### src/shared/btsz_pkg.sv
package btsz_pkg;
    // ****************************************
    // Instruction word layout
    // ****************************************
    localparam int INSTR_W = 12;
    localparam int DATA_W = 8;
    localparam int FADDR_W = 5;
    localparam int OPC_HI = 11;
    localparam int OPC_LO = 8;
    localparam int BIT_HI = 7;
    localparam int BIT_LO = 5;
    localparam int FA_HI = 4;
    localparam int FA_LO = 0;
    localparam logic [3:0] OPC_SKIP_ZERO = 4'h6;
    localparam logic [3:0] OPC_SKIP_ONE = 4'h7;
    // No-operation word issued in place of a discarded instruction
    localparam logic [11:0] NOP_WORD = 12'h000;
    localparam logic [11:0] RESET_WORD = 12'h000;
    // Reset values of the address and status registers
    localparam logic [4:0] FADDR_RESET = 5'h00;
    localparam logic FLAG_RESET = 1'b0;
endpackage : btsz_pkg

### src/logic/btsz_exec.sv
module btsz_exec (
    // Clock and reset
    input wire logic ref_clk,
    input wire logic rst,
    // Instruction cycle enable and fetched word
    input wire logic cyc_en,
    input wire logic [11:0] fetch_word,
    // File register read port
    output logic [4:0] file_addr,
    input wire logic [7:0] file_data,
    // Executed word and decode status
    output logic [11:0] exec_word,
    output logic skip_nop,
    output logic is_test_zero
);
    // ****************************************
    // Field decode helpers
    // ****************************************
    // True when a word carries the skip-if-zero opcode
    function automatic logic is_skip_zero(
        input logic [11:0] w
    );
        return w[btsz_pkg::OPC_HI:btsz_pkg::OPC_LO] == btsz_pkg::OPC_SKIP_ZERO;
    endfunction : is_skip_zero

    // Index of the tested bit
    function automatic logic [2:0] bit_field(
        input logic [11:0] w
    );
        return w[btsz_pkg::BIT_HI:btsz_pkg::BIT_LO];
    endfunction : bit_field

    // Number of the addressed file register
    function automatic logic [4:0] reg_field(
        input logic [11:0] w
    );
        return w[btsz_pkg::FA_HI:btsz_pkg::FA_LO];
    endfunction : reg_field

    // One bit of a register read
    function automatic logic pick_bit(
        input logic [7:0] d,
        input logic [2:0] i
    );
        return d[i];
    endfunction : pick_bit

    // ****************************************
    // State of the word now executing
    // ****************************************
    logic [11:0] exec_r;
    logic [11:0] exec_nxt;
    logic skip_r;
    logic skip_nxt;
    logic [4:0] faddr_r;
    logic [4:0] faddr_nxt;
    logic tz_r;
    logic tz_nxt;

    // ****************************************
    // Decode of the word now executing, and the register field of the fetched word
    // ****************************************
    wire logic op_match = is_skip_zero(exec_r);
    wire logic [2:0] bit_idx = bit_field(exec_r);
    // A discarded slot never tests, even if its word was a test
    wire logic test_zero = op_match && !skip_r;
    wire logic bit_val = pick_bit(file_data, bit_idx);
    wire logic do_skip = test_zero && !bit_val;
    wire logic [4:0] fetch_reg = reg_field(fetch_word);

    // ****************************************
    // Next-state selection
    // ****************************************
    // No-op in place of the prefetched word on a skip
    assign exec_nxt = cyc_en ? (do_skip ? btsz_pkg::NOP_WORD : fetch_word) : exec_r;
    // The no-op slot is the second cycle of the test
    assign skip_nxt = cyc_en ? do_skip : skip_r;
    // Read only: no write port, so flags and registers stay as they are
    assign faddr_nxt = cyc_en ? fetch_reg : faddr_r;
    assign tz_nxt = is_skip_zero(exec_nxt) && !skip_nxt;

    // ****************************************
    // Registers
    // ****************************************
    always_ff @(posedge ref_clk) begin
        if (rst) begin
            exec_r <= btsz_pkg::RESET_WORD;
        end else begin
            exec_r <= exec_nxt;
        end
    end

    always_ff @(posedge ref_clk) begin
        if (rst) begin
            skip_r <= btsz_pkg::FLAG_RESET;
        end else begin
            skip_r <= skip_nxt;
        end
    end

    always_ff @(posedge ref_clk) begin
        if (rst) begin
            faddr_r <= btsz_pkg::FADDR_RESET;
        end else begin
            faddr_r <= faddr_nxt;
        end
    end

    always_ff @(posedge ref_clk) begin
        if (rst) begin
            tz_r <= btsz_pkg::FLAG_RESET;
        end else begin
            tz_r <= tz_nxt;
        end
    end

    // ****************************************
    // Outputs
    // ****************************************
    assign file_addr = faddr_r;
    assign exec_word = exec_r;
    assign skip_nop = skip_r;
    assign is_test_zero = tz_r;

    // ****************************************
    // Checks
    // ****************************************
    a_skip_gives_nop: assert property (
        @(posedge ref_clk) disable iff (rst)
        cyc_en && test_zero && !pick_bit(file_data, bit_idx)
        |=> exec_r == btsz_pkg::NOP_WORD && skip_r
    ) else $error("zero bit did not insert a no-op");

    a_one_bit_runs: assert property (
        @(posedge ref_clk) disable iff (rst)
        cyc_en && test_zero && pick_bit(file_data, bit_idx)
        |=> exec_r == $past(fetch_word) && !skip_r
    ) else $error("one bit did not run next word");

    a_nop_one_slot: assert property (
        @(posedge ref_clk) disable iff (rst)
        cyc_en && skip_r
        |=> !skip_r
    ) else $error("skip lasted more than one slot");

    a_decode_match: assert property (
        @(posedge ref_clk) disable iff (rst)
        is_test_zero == (is_skip_zero(exec_r) && !skip_r)
    ) else $error("decode flag mismatch");

    a_other_no_skip: assert property (
        @(posedge ref_clk) disable iff (rst)
        cyc_en && !is_skip_zero(exec_r)
        |=> !skip_r
    ) else $error("skip without bit test");

    a_hold_no_en: assert property (
        @(posedge ref_clk) disable iff (rst)
        !cyc_en
        |=> $stable(exec_r) && $stable(skip_r)
    ) else $error("state moved without cycle enable");

    a_addr_follows: assert property (
        @(posedge ref_clk) disable iff (rst)
        cyc_en
        |=> file_addr == $past(reg_field(fetch_word))
    ) else $error("file address not from fetched word");

    a_skip_cause: assert property (
        @(posedge ref_clk) disable iff (rst)
        $rose(skip_r)
        |-> $past(test_zero) && !$past(bit_val)
    ) else $error("skip without zero bit");

    a_slot_no_test: assert property (
        @(posedge ref_clk) disable iff (rst)
        skip_nop
        |-> !is_test_zero && exec_word == btsz_pkg::NOP_WORD
    ) else $error("inserted slot seen as a live test");

    a_two_cycle_end: assert property (
        @(posedge ref_clk) disable iff (rst)
        cyc_en && test_zero && !bit_val ##1 cyc_en
        |=> !skip_r && exec_r == $past(fetch_word)
    ) else $error("skipped test took more than two cycles");

    a_non_test_passes: assert property (
        @(posedge ref_clk) disable iff (rst)
        cyc_en && !test_zero
        |=> exec_r == $past(fetch_word) && !skip_r
    ) else $error("non-test slot altered the next word");

    a_hold_addr: assert property (
        @(posedge ref_clk) disable iff (rst)
        !cyc_en
        |=> $stable(file_addr) && $stable(is_test_zero)
    ) else $error("address or flag moved without cycle enable");
endmodule : btsz_exec

### config.mk
export PLATFORM = sky130hd
export DESIGN_NAME = btsz_exec
export DESIGN_NICKNAME = d
export VERILOG_FILES = /design/src/shared/btsz_pkg.sv /design/src/logic/btsz_exec.sv
export SDC_FILE = /design/constraint.sdc
export NUM_CORES = 1
export LEC_CHECK = 0
export ABC_CLOCK_PERIOD_IN_PS = 1850
export BUFFER_PORTS_ARGS = -buffer_cell sky130_fd_sc_hd__buf_2
export CORE_ASPECT_RATIO = 0.7
export CORE_MARGIN = 2
export CORE_UTILIZATION = 40
export CTS_BUF_LIST = sky130_fd_sc_hd__clkbuf_8
export DETAILED_ROUTE_END_ITERATION = 16
export PLACE_DENSITY = 0.71
export SYNTH_ARGS = -nofsm -noshare
export SYNTH_HDL_FRONTEND = slang
export SYNTH_SLANG_ARGS = --single-unit
### constraint.sdc
create_clock -name ref_clk -period 1.85 [get_ports ref_clk]
set_input_delay 0.37 -clock ref_clk [delete_from_list [all_inputs] [get_ports ref_clk]]
set_output_delay 0.37 -clock ref_clk [all_outputs]
set_load 0.005 [all_outputs]
-- Word-level counts from Yosys, hierarchy flattened
Cells that the tools add are included.
- latch bits: 0
- input port bits: 23
- bits in read-only memories: 0
- flip-flop bits (word level): 19
- word-level logic and storage cells: 19
- bits in writable memories: 0
- memories: 0
- output and inout port bits: 19
- reductions and logical operators: 6
- equality and inequality tests: 2
- div/mod/pow operators: 0
- $add $sub $neg: 0
- multipliers: 0
- magnitude comparators: 1
- bitwise operators: 0
- shifts and indexed selects: 0
- multiplexer cells: 5
- operators by type and width (cell ; number):
    $mux 12 ; 2
    $eq 4x3->1 const B ; 2
    $lt 3x4->1 const B ; 1
    $bmux 1 s3 ; 1
    $logic_and 1x1->1 ; 3
    $logic_not 1->1 ; 3
    $mux 1 ; 2

-- Longest topological paths before layout
Gate-level depths: netlist (run 1).
- word-level depth: 8
- gate-level depth with buffers: 7
- depth with buffers taken out: 4

-- Worst setup path before layout (run 1)
No wires, ideal clock.
- path type: register to register
- start point: reg exec_r[5], in the netlist exec_word[5]
- end point: reg exec_r[10], in the netlist exec_word[10]
- required time: 1.765 ns
- setup time: 0.085 ns
- path slack: 0.170 ns
- stages on the path, launching flop included: 8
- clock period less this slack: 1.680 ns
- buffers on the path: 3
- arrival time: 1.596 ns
- cells stage by stage: dfxtp_1 -> buf_6 -> mux2i_1 -> mux4_2 -> and3_1 -> buf_6 -> buf_6 -> o31ai_2
- cells in the longest elaborated chain, start to end: 6
- ends and longest elaborated chain (what ; line ; text):
    start: declaration ; btsz_exec.sv:51 ; logic [11:0] exec_r;
    start signal: assignment ; btsz_exec.sv:87 ; exec_r <= btsz_pkg::RESET_WORD;
    start signal: assignment ; btsz_exec.sv:89 ; exec_r <= exec_nxt;
    $bmux 1 s3 ; btsz_exec.sv:45 ; return d[i];
    $mux 1 (not written as such) ; btsz_exec.sv:45 ;
    $logic_not 1->1 ; btsz_exec.sv:68 ; wire logic do_skip = test_zero && !bit_val;
    $logic_and 1x1->1 ; btsz_exec.sv:68 ;
    $mux 12 (2 in series) ; btsz_exec.sv:75 ; assign exec_nxt = cyc_en ? (do_skip ? btsz_pkg::NOP_WORD : fetch_word) : exec_r;
No other way between the ends. The select of a mux whose other input is x is not followed.
A chain may end at the register's enable or synchronous reset.

-- Worst setup path in the final report (run 1)
- start point: reg exec_r[5], in the netlist exec_word[5]
- end point: reg skip_r, in the netlist skip_nop
- cells in the longest elaborated chain, start to end: 5
- ends and longest elaborated chain (what ; line ; text):
    $bmux 1 s3 ; btsz_exec.sv:45 ;
    $mux 1 (not written as such) ; btsz_exec.sv:45 ;
    $logic_not 1->1 ; btsz_exec.sv:68 ;
    $logic_and 1x1->1 ; btsz_exec.sv:68 ;
    $mux 1 ; btsz_exec.sv:77 ; assign skip_nxt = cyc_en ? do_skip : skip_r;
    end signal: assignment ; btsz_exec.sv:95 ; skip_r <= btsz_pkg::FLAG_RESET;
    end signal: assignment ; btsz_exec.sv:97 ; skip_r <= skip_nxt;
    end: declaration ; btsz_exec.sv:53 ; logic skip_r;
No other way between the ends. The select of a mux whose other input is x is not followed.

==> impl_metrics.tcl, run 1 <==
set metrics [dict create \
    peakVddDrop_mv 0.4658 \
    max_stage_delay_ns 0.48 \
    grt_pass1_vias 713 \
    drtPass1Iterations 4 \
    synth.avg_cell_area_um2 10.07 \
    grt_max_degree 20 \
    cts_tree "built" \
    status "finished clean" \
    setup_viol 0 \
    portBuffers 41 \
    drt-total-wl_um 2005 \
    required_ns 2.00 \
    cp.arrival_ns 1.87 \
    postPlaceCellArea_um2 1082 \
    maxCapViolCount 0 \
    endpoint_kind "flip-flop" \
    fmax_ghz 0.5834 \
    grt_pass1_wl_um 3029 \
    postCtsHoldBufs 0 \
    h-tree-depth 1 \
    mostFrequentLayoutCells "buf_2 (41), dfxtp_1 (18), nand2_1 (12), nand3b_1 (12), o31ai_2 (9)" \
    globalplace.congestion 0.7228 \
    dieArea_um2 2613 \
    slew_violations 0 \
    insertion_delay_ns 0.25 \
    p_per_area_nw_per_um2 752.3 \
    min_period_ns 1.714 \
    cts_buffer_depth 2 \
    place_hpwl_um 1478 \
    cts_setup_buffers 0 \
    root_buffer "clkbuf_8" \
    worstSetupPathType "reg2reg" \
    crit_slowest_cell "mux4_2" \
    n_antenna_cell 0 \
    gr-total-overflow 0 \
    vias_per_cell 5.051 \
    track_usage_pct 15.60 \
    synth-seq-cells 19 \
    synth_cell_types 20 \
    initial_core_util_pct 41.79 \
    min_period_over_period_pct 92.65 \
    final_core_util_pct 53.36 \
    pin_count 42 \
    wire_per_inst_um 12.77 \
    ys_seq_area_share_pct 42.94 \
    finalHoldViolations 0 \
    drt-initial-drc-count 16 \
    fillers 195 \
    syn_nets 111 \
    via_count 793 \
    postRouteAntennaNets 0 \
    drc_errors 0 \
    clk_pin_slew_worst_paths_ns 0.07 \
    cp-start-kind "flip-flop" \
    syn_inst 88 \
    final_nets 149 \
    core_area_um2 2120 \
    hold_path_class "in2reg" \
    fin_area_um2 1131 \
    drive_gt1_share_pct 47.20 \
    slew_headroom_pct 70.52 \
    rsz0062_at_grt "false" \
    die_w_um 60.25 \
    finClkSkew_ns 0.002665 \
    syn_area_um2 885.9 \
    rows 14 \
    final_common_cell "buf_2" \
    yosysWarnings 0 \
    die_h_um 43.38 \
    synthToLayoutAreaGrowth_pct 27.68 \
    cts_buffers 3 \
    crit_chain "mux2i_1 -> mux4_2 -> and3_2 -> a31o_1" \
    grt_antenna_before_repair 0 \
    total_leakage_power_uw 0.0005073 \
    worstMarginPinSlew_ns 0.4360 \
    clock_sinks 19 \
    cp_max_fo 14 \
]
## through the flow
step	power (µW)	hold slack (ns)	setup slack [ns]	TNS, ns	cells
after floorplan	523.3	0.4658	0.1699	0	88
after global placement	572.4	0.4564	0.02731	0	153
after global routing	887.3	0.3733	0.05890	0	157
final	850.9	0.3693	0.1359	0	157
after CTS	867.4	0.3656	0.01786	0	157
after detailed placement	578.2	0.4594	-0.06892	-0.5048	153
## kinds of logic (layout without fill, tap and decap cells)
group	count (synthesis)	in the layout	share of synthesized area [%]
buffers and inverters	10	47	6.779
multiplexers	5	5	7.062
AO/OA/AOI/OAI	19	19	19.63
AND/OR/NAND/NOR	35	35	23.59
flip-flops	19	19	42.94
## cells in the mapped netlist
cell       n  area [µm²]
dfxtp_1   19       380.4
nand2_1   12       45.04
nand3b_1  12       90.09
o31ai_2    9       112.6
clkbuf_1   6       22.52
a21oi_1    5       25.02
nand2b_1   5       31.28
mux2i_1    4       40.04
buf_6      3       33.78
o31ai_1    3       22.52
a31o_1     1       8.760
and3_1     1       6.260
inv_2      1       3.750
mux4_2     1       22.52
nand4_1    1       6.260
nand4b_1   1       8.760
nor3_1     1       5.000
nor3b_1    1       7.510
nor4b_1    1       8.760
o21ai_1    1       5.000
## sequential cells by signal, indices dropped and copies added (netlist names)
name          flops
exec_word        12
is_test_zero      1
skip_nop          1
file_addr         5
## cell type report
class	instances	area [µm²]	share of cell area (%)
Inverter	1	3.754	0.3319
Tap cell	32	40.04	3.540
Multi-Input combinational cell	59	446.7	39.49
Clock buffer	3	41.29	3.650
Timing Repair Buffer	42	212.7	18.81
Sequential cell	19	381.6	33.74
Clock inverter	1	5.005	0.4425
## report_power, final
group | leakage (µW) | internal, µW | switching [µW]
logic | 0.000325 | 62.9 | 58.8
clock network | 0.0000255 | 150 | 133
registers | 0.000157 | 431 | 14.9
## timing repair
| item | in CTS | in global routing |
|---|---|---|
| setup endpoints to repair | 14 | 9 |
| gates resized for setup | 1 | 1 |
| hold endpoints to repair | 0 | 0 |
## metal layers
layer / GRT usage (%) / up-vias / part of all wire (%)
met4: 1.333 / 0 / 0
met2: 28.04 / 29 / 47
met3: 6.567 / 0 / 6.7
li1: - / 392 / -
met1: 17.98 / 372 / 46
met5: 0 / - / 0
## worst max-delay path, delay by kind of cell (launching register included)
kind            cells  cell delay [ns]
flops               1             0.41
mux                 2             0.60
compound gates      1             0.25
simple gates        1             0.35
## worst paths after layout
| check | start | slack [ns] | endpoint | cells after the start |
|---|---|---|---|---|
| max | exec_word[5] | 0.14 | skip_nop | 4 |
| min | fetch_word[8] | 0.37 | exec_word[8] | 3 |
| max reg2reg | exec_word[5] | 0.14 | skip_nop | 4 |
| min reg2reg | file_addr[2] | 0.47 | file_addr[2] | 2 |
No activity file was read; power rests on OpenSTA's default activity.
==> inputs of run 2 (changes only) <==
Settings changed: BUFFER_PORTS_ARGS -buffer_cell sky130_fd_sc_hd__buf_2 to default, DONT_BUFFER_PORTS from default to 1, PLACE_DENSITY 0.71 to default.
==> run 2 against run 1 <==
Effect of this change: flip-flop and latch count did not move; sequential share of layout area rose by 6.8 points; via count fell by 20%; first-iteration DRC count fell by 63%; worst hold slack got worse by 0.20 ns; combinational power fell by 51%; clock power rose by 2%; cell count fell by 25%; utilization fell by 9.1 points.
==> impl_metrics.tcl, run 2 (synthesis results as in run 1) <==
set metrics [dict create \
    wire_per_inst_um 15.38 \
    cts_resized 0 \
    via_count 635 \
    worstSetupPathType "reg2reg" \
    peakVddDrop_mv 0.4472 \
    grt_max_degree 34 \
    rsz0062_at_grt "false" \
    cp_max_fo 8 \
    cts_tree "built" \
    crit_chain "mux2i_1 -> mux4_2 -> and3_1 -> buf_4 -> o31ai_1" \
    initial_core_util_pct 41.79 \
    place_hpwl_um 1239 \
    cp-start-kind "flip-flop" \
    n_antenna_cell 0 \
    total_leakage_power_uw 0.0003348 \
    swShare_pct 22.90 \
    rr_startpoint "exec_word[5]" \
    worst-path-buf-inv 1 \
    root_buffer "clkbuf_8" \
    hold_path_class "in2reg" \
    required_ns 2.02 \
    portBuffers 0 \
    min_period_over_period_pct 92.25 \
    die_h_um 43.38 \
    mostFrequentLayoutCells "dfxtp_1 (19), nand2_1 (12), nand3b_1 (12)" \
    worstMarginPinSlew_ns 0.4139 \
    cts_buffers 3 \
    cts_buffer_depth 2 \
    intPower_uw 615.6 \
    finClkSkew_ns 0.001998 \
    insertion_delay_ns 0.26 \
    clk_pin_slew_worst_paths_ns 0.07 \
    postCtsHoldBufs 0 \
    pwr-share-clk_pct 36.1 \
    drive_gt1_share_pct 20.93 \
    globalplace.congestion 0.6538 \
    cp.arrival_ns 1.88 \
    finalPower_uw 798.4 \
    vias_per_cell 5.381 \
    cts_setup_buffers 0 \
    finalHoldViolations 0 \
    setup_tns_ns 0 \
    status "finished clean" \
    crit_slowest_cell "mux4_2" \
    die_w_um 60.25 \
    maxCapViolCount 0 \
    largest_register_ffs 12 \
    postRouteAntennaNets 0 \
    multi_input_comb_area_um2 445.4 \
    setup_viol 0 \
    grt_pass1_vias 626 \
    rows 14 \
    h-tree-depth 1 \
    slew_violations 0 \
    min_period_ns 1.707 \
    seq_area_um2 380.4 \
    critical_path.startpoint "exec_word[5]" \
    cp_top_family "multiplexers" \
    pin_count 42 \
    track_usage_pct 14.97 \
    drtPass1Iterations 4 \
    drt-total-wl_um 1815 \
    drt-initial-drc-count 6 \
    grt_pass1_wl_um 2780 \
    clock_sinks 19 \
    hp-start "rst" \
    final_common_cell "dfxtp_1" \
    fillers 217 \
    final_nets 110 \
    p_per_area_nw_per_um2 850.8 \
    dieArea_um2 2613 \
    seqPwrFrac_pct 56.4 \
    power.switching_uw 182.8 \
    instances_no_fill 118 \
    comb_power_share_pct 7.4 \
    grt_antenna_before_repair 0 \
    gr-total-overflow 0 \
    numPlacedInstances 114 \
    endpoint_kind "flip-flop" \
    slew_headroom_pct 72.02 \
    core_area_um2 2120 \
    max_stage_delay_ns 0.47 \
    drc_errors 0 \
    fmax_ghz 0.5859 \
    synthToLayoutAreaGrowth_pct 5.932 \
]
==> run 2: cell types whose count changed in the layout (fill, tap and decap cells not counted), sizes merged <==
| cell | previous run | this run |
|---|---|---|
| buf | 42 | 3 |
==> run 2: area by class of cell <==
| type | count | share of cell area, % |
|---|---|---|
| sequential | 19 | 40.53 |
| multi-input combinational | 59 | 47.47 |
| clock buffer | 3 | 4.400 |
| clock inverter | 1 | 0.5333 |
| timing repair buffer | 3 | 2.400 |
| tap | 32 | 4.267 |
| inverter | 1 | 0.4000 |
==> run 2: power groups by stage <==
stage,clock [µW],combinational (µW),sequential (µW)
final,288,59.5,451
after global routing,318,66.3,454
after CTS,305,60.5,451
after detailed placement,0,60.3,461
after global placement,0,58.7,460
after floorplan,0,68.4,455
==> run 2: per-stage QoR <==
stage               utilization, %  worst slack, ns  hold WS [ns]  area, µm²
global placement             42.09           0.1963        0.4432      892.1
finish                       44.27           0.1433        0.1728      938.4
detailed placement           42.09           0.1607        0.4452      892.1
floorplan                        -           0.1699        0.4658      885.9
CTS                          44.27           0.1374        0.1628      938.4
global route                 44.27          0.03140        0.1554      938.4
==> run 2: final timing paths <==
path / to / slack [ns] / depth (start not counted)
hold / removal: file_addr[0] / 0.17 / 1
hold reg to reg: file_addr[4] / 0.48 / 2
setup reg to reg: exec_word[11] / 0.14 / 5
setup / recovery: exec_word[11] / 0.14 / 5
==> run 2: routing by layer <==
| layer | GRT usage (%) | vias up | wire length (µm) |
|---|---|---|---|
| met5 | 0 | - | 0 |
| met4 | 6.667 | 0 | 27 |
| met3 | 9.254 | 5 | 211 |
| met2 | 23.70 | 28 | 805 |
| met1 | 15.92 | 292 | 771 |
| li1 | - | 310 | - |
==> inputs of run 3 (changes only) <==
Settings changed: MAX_ROUTING_LAYER from default to met4.
==> run 3 against run 2 <==
Effect of this change: clock power barely moved; die area did not move; wire length fell by 0.22%; design area did not move.
==> impl_metrics.tcl, run 3 (synthesis results as in run 1) <==
set metrics [dict create \
    status "finished clean" \
    peakVddDrop_mv 0.4473 \
    final_nets 110 \
    maxCapViolCount 0 \
    drtPass1Iterations 4 \
    required_ns 2.02 \
    pre_cts_ws_ns 0.1607 \
    die_w_um 60.25 \
    insertion_delay_ns 0.26 \
    worst_hold_path.endpoint "file_addr[0]" \
    hp-start "rst" \
    mostFrequentLayoutCells "dfxtp_1 (19), nand2_1 (12), nand3b_1 (12)" \
    portBuffers 0 \
    n_antenna_cell 0 \
    worstSetupPathType "reg2reg" \
    drt-initial-drc-count 6 \
    worstMarginPinSlew_ns 0.4139 \
    cp-start-kind "flip-flop" \
    track_usage_pct 15.44 \
    pwr-share-clk_pct 36.1 \
    cts_buffers 3 \
    hold_path_class "in2reg" \
    r2r-end "exec_word[11]" \
    grt_pass1_vias 626 \
    drive_gt1_share_pct 20.93 \
    min_period_over_period_pct 92.25 \
    cts_buffer_depth 2 \
    gr-total-overflow 0 \
    power.switching_uw 182.9 \
    intPower_uw 615.6 \
    h-tree-depth 1 \
    rsz0062_at_grt "false" \
    finClkSkew_ns 0.001985 \
    min_period_ns 1.707 \
    core_area_um2 2120 \
    wire_per_inst_um 15.35 \
    vias_per_cell 5.381 \
    place_hpwl_um 1239 \
    rr_startpoint "exec_word[5]" \
    drc_errors 0 \
    endpoint_kind "flip-flop" \
    reg2reg_depth 5 \
    cts_tree "built" \
    clk_pin_slew_worst_paths_ns 0.07 \
    initial_core_util_pct 41.79 \
    critical_path.startpoint "exec_word[5]" \
    slew_violations 0 \
    fmax_ghz 0.5859 \
    cts_setup_buffers 0 \
    cp_max_fo 8 \
    finalPower_uw 798.5 \
    total_leakage_power_uw 0.0003348 \
    comb_power_share_pct 7.4 \
    min_path_cells 1 \
    via_count 635 \
    grt_antenna_before_repair 0 \
    die_h_um 43.38 \
    grt_max_degree 34 \
    layout_setup_ws_ns 0.1434 \
    swShare_pct 22.91 \
    globalplace.congestion 0.6596 \
    largest_register_ffs 12 \
    grt_pass1_wl_um 2787 \
    p_per_area_nw_per_um2 850.9 \
    synthToLayoutAreaGrowth_pct 5.932 \
    pin_count 42 \
    dieArea_um2 2613 \
    clock_sinks 19 \
    final_common_cell "dfxtp_1" \
    seqPwrFrac_pct 56.4 \
    postCtsHoldBufs 0 \
    setup_viol 0 \
    root_buffer "clkbuf_8" \
    drt-total-wl_um 1811 \
    finalHoldViolations 0 \
    setup_tns_ns 0 \
    slew_headroom_pct 72.02 \
    rows 14 \
    cp.arrival_ns 1.88 \
    postRouteAntennaNets 0 \
    cts_resized 0 \
    r2r_slack_ns 0.14 \
]
## run 3: cell counts in the layout (fill, tap and decap cells not counted)
No cell type changed its count.
## run 3: how the worst max path moves through the flow
stage / to / slack (ns)
after CTS: exec_word[11] / 0.14
after detailed placement: exec_word[11] / 0.16
after global routing: exec_word[11] / 0.03
after global placement: skip_nop / 0.20
after floorplan: exec_word[10] / 0.17
final: exec_word[11] / 0.14
## run 3: per-stage QoR
step                instance area, µm²  utilization [%]  hold slack, ns  cells
finish                           938.4            44.27          0.1727    118
global route                     938.4            44.27          0.1554    118
CTS                              938.4            44.27          0.1628    118
detailed placement               892.1            42.09          0.4452    114
global placement                 892.1            42.09          0.4432    114
floorplan                        885.9                -          0.4658     88
## run 3: power groups by stage
stage	clock network, µW	registers [µW]	logic (µW)
after floorplan	0	455	68.4
after detailed placement	0	461	60.3
after global placement	0	460	58.7
after global routing	318	454	66.3
final	288	451	59.5
after CTS	305	451	60.5
## run 3: layout make-up
class / instances / area [µm²]
timing repair buffer: 3 / 22.52
inverter: 1 / 3.754
fill: 217 / 1181
multi-input combinational: 59 / 445.4
sequential: 19 / 380.4
clock buffer: 3 / 41.29
tap: 32 / 40.04
clock inverter: 1 / 5.005
## run 3: critical path, stage by stage (launching register included)
cell	delay, ns
dfxtp_1	0.45
mux2i_1	0.11
mux4_2	0.47
and3_1	0.19
buf_4	0.17
o31ai_1	0.23
## run 3: layer usage
layer	vias up	global-route usage [%]	wire [µm]
met4	0	6.667	27
met2	28	23.70	804
li1	310	-	-
met3	5	9.254	208
met5	-	-	0
met1	292	15.92	771
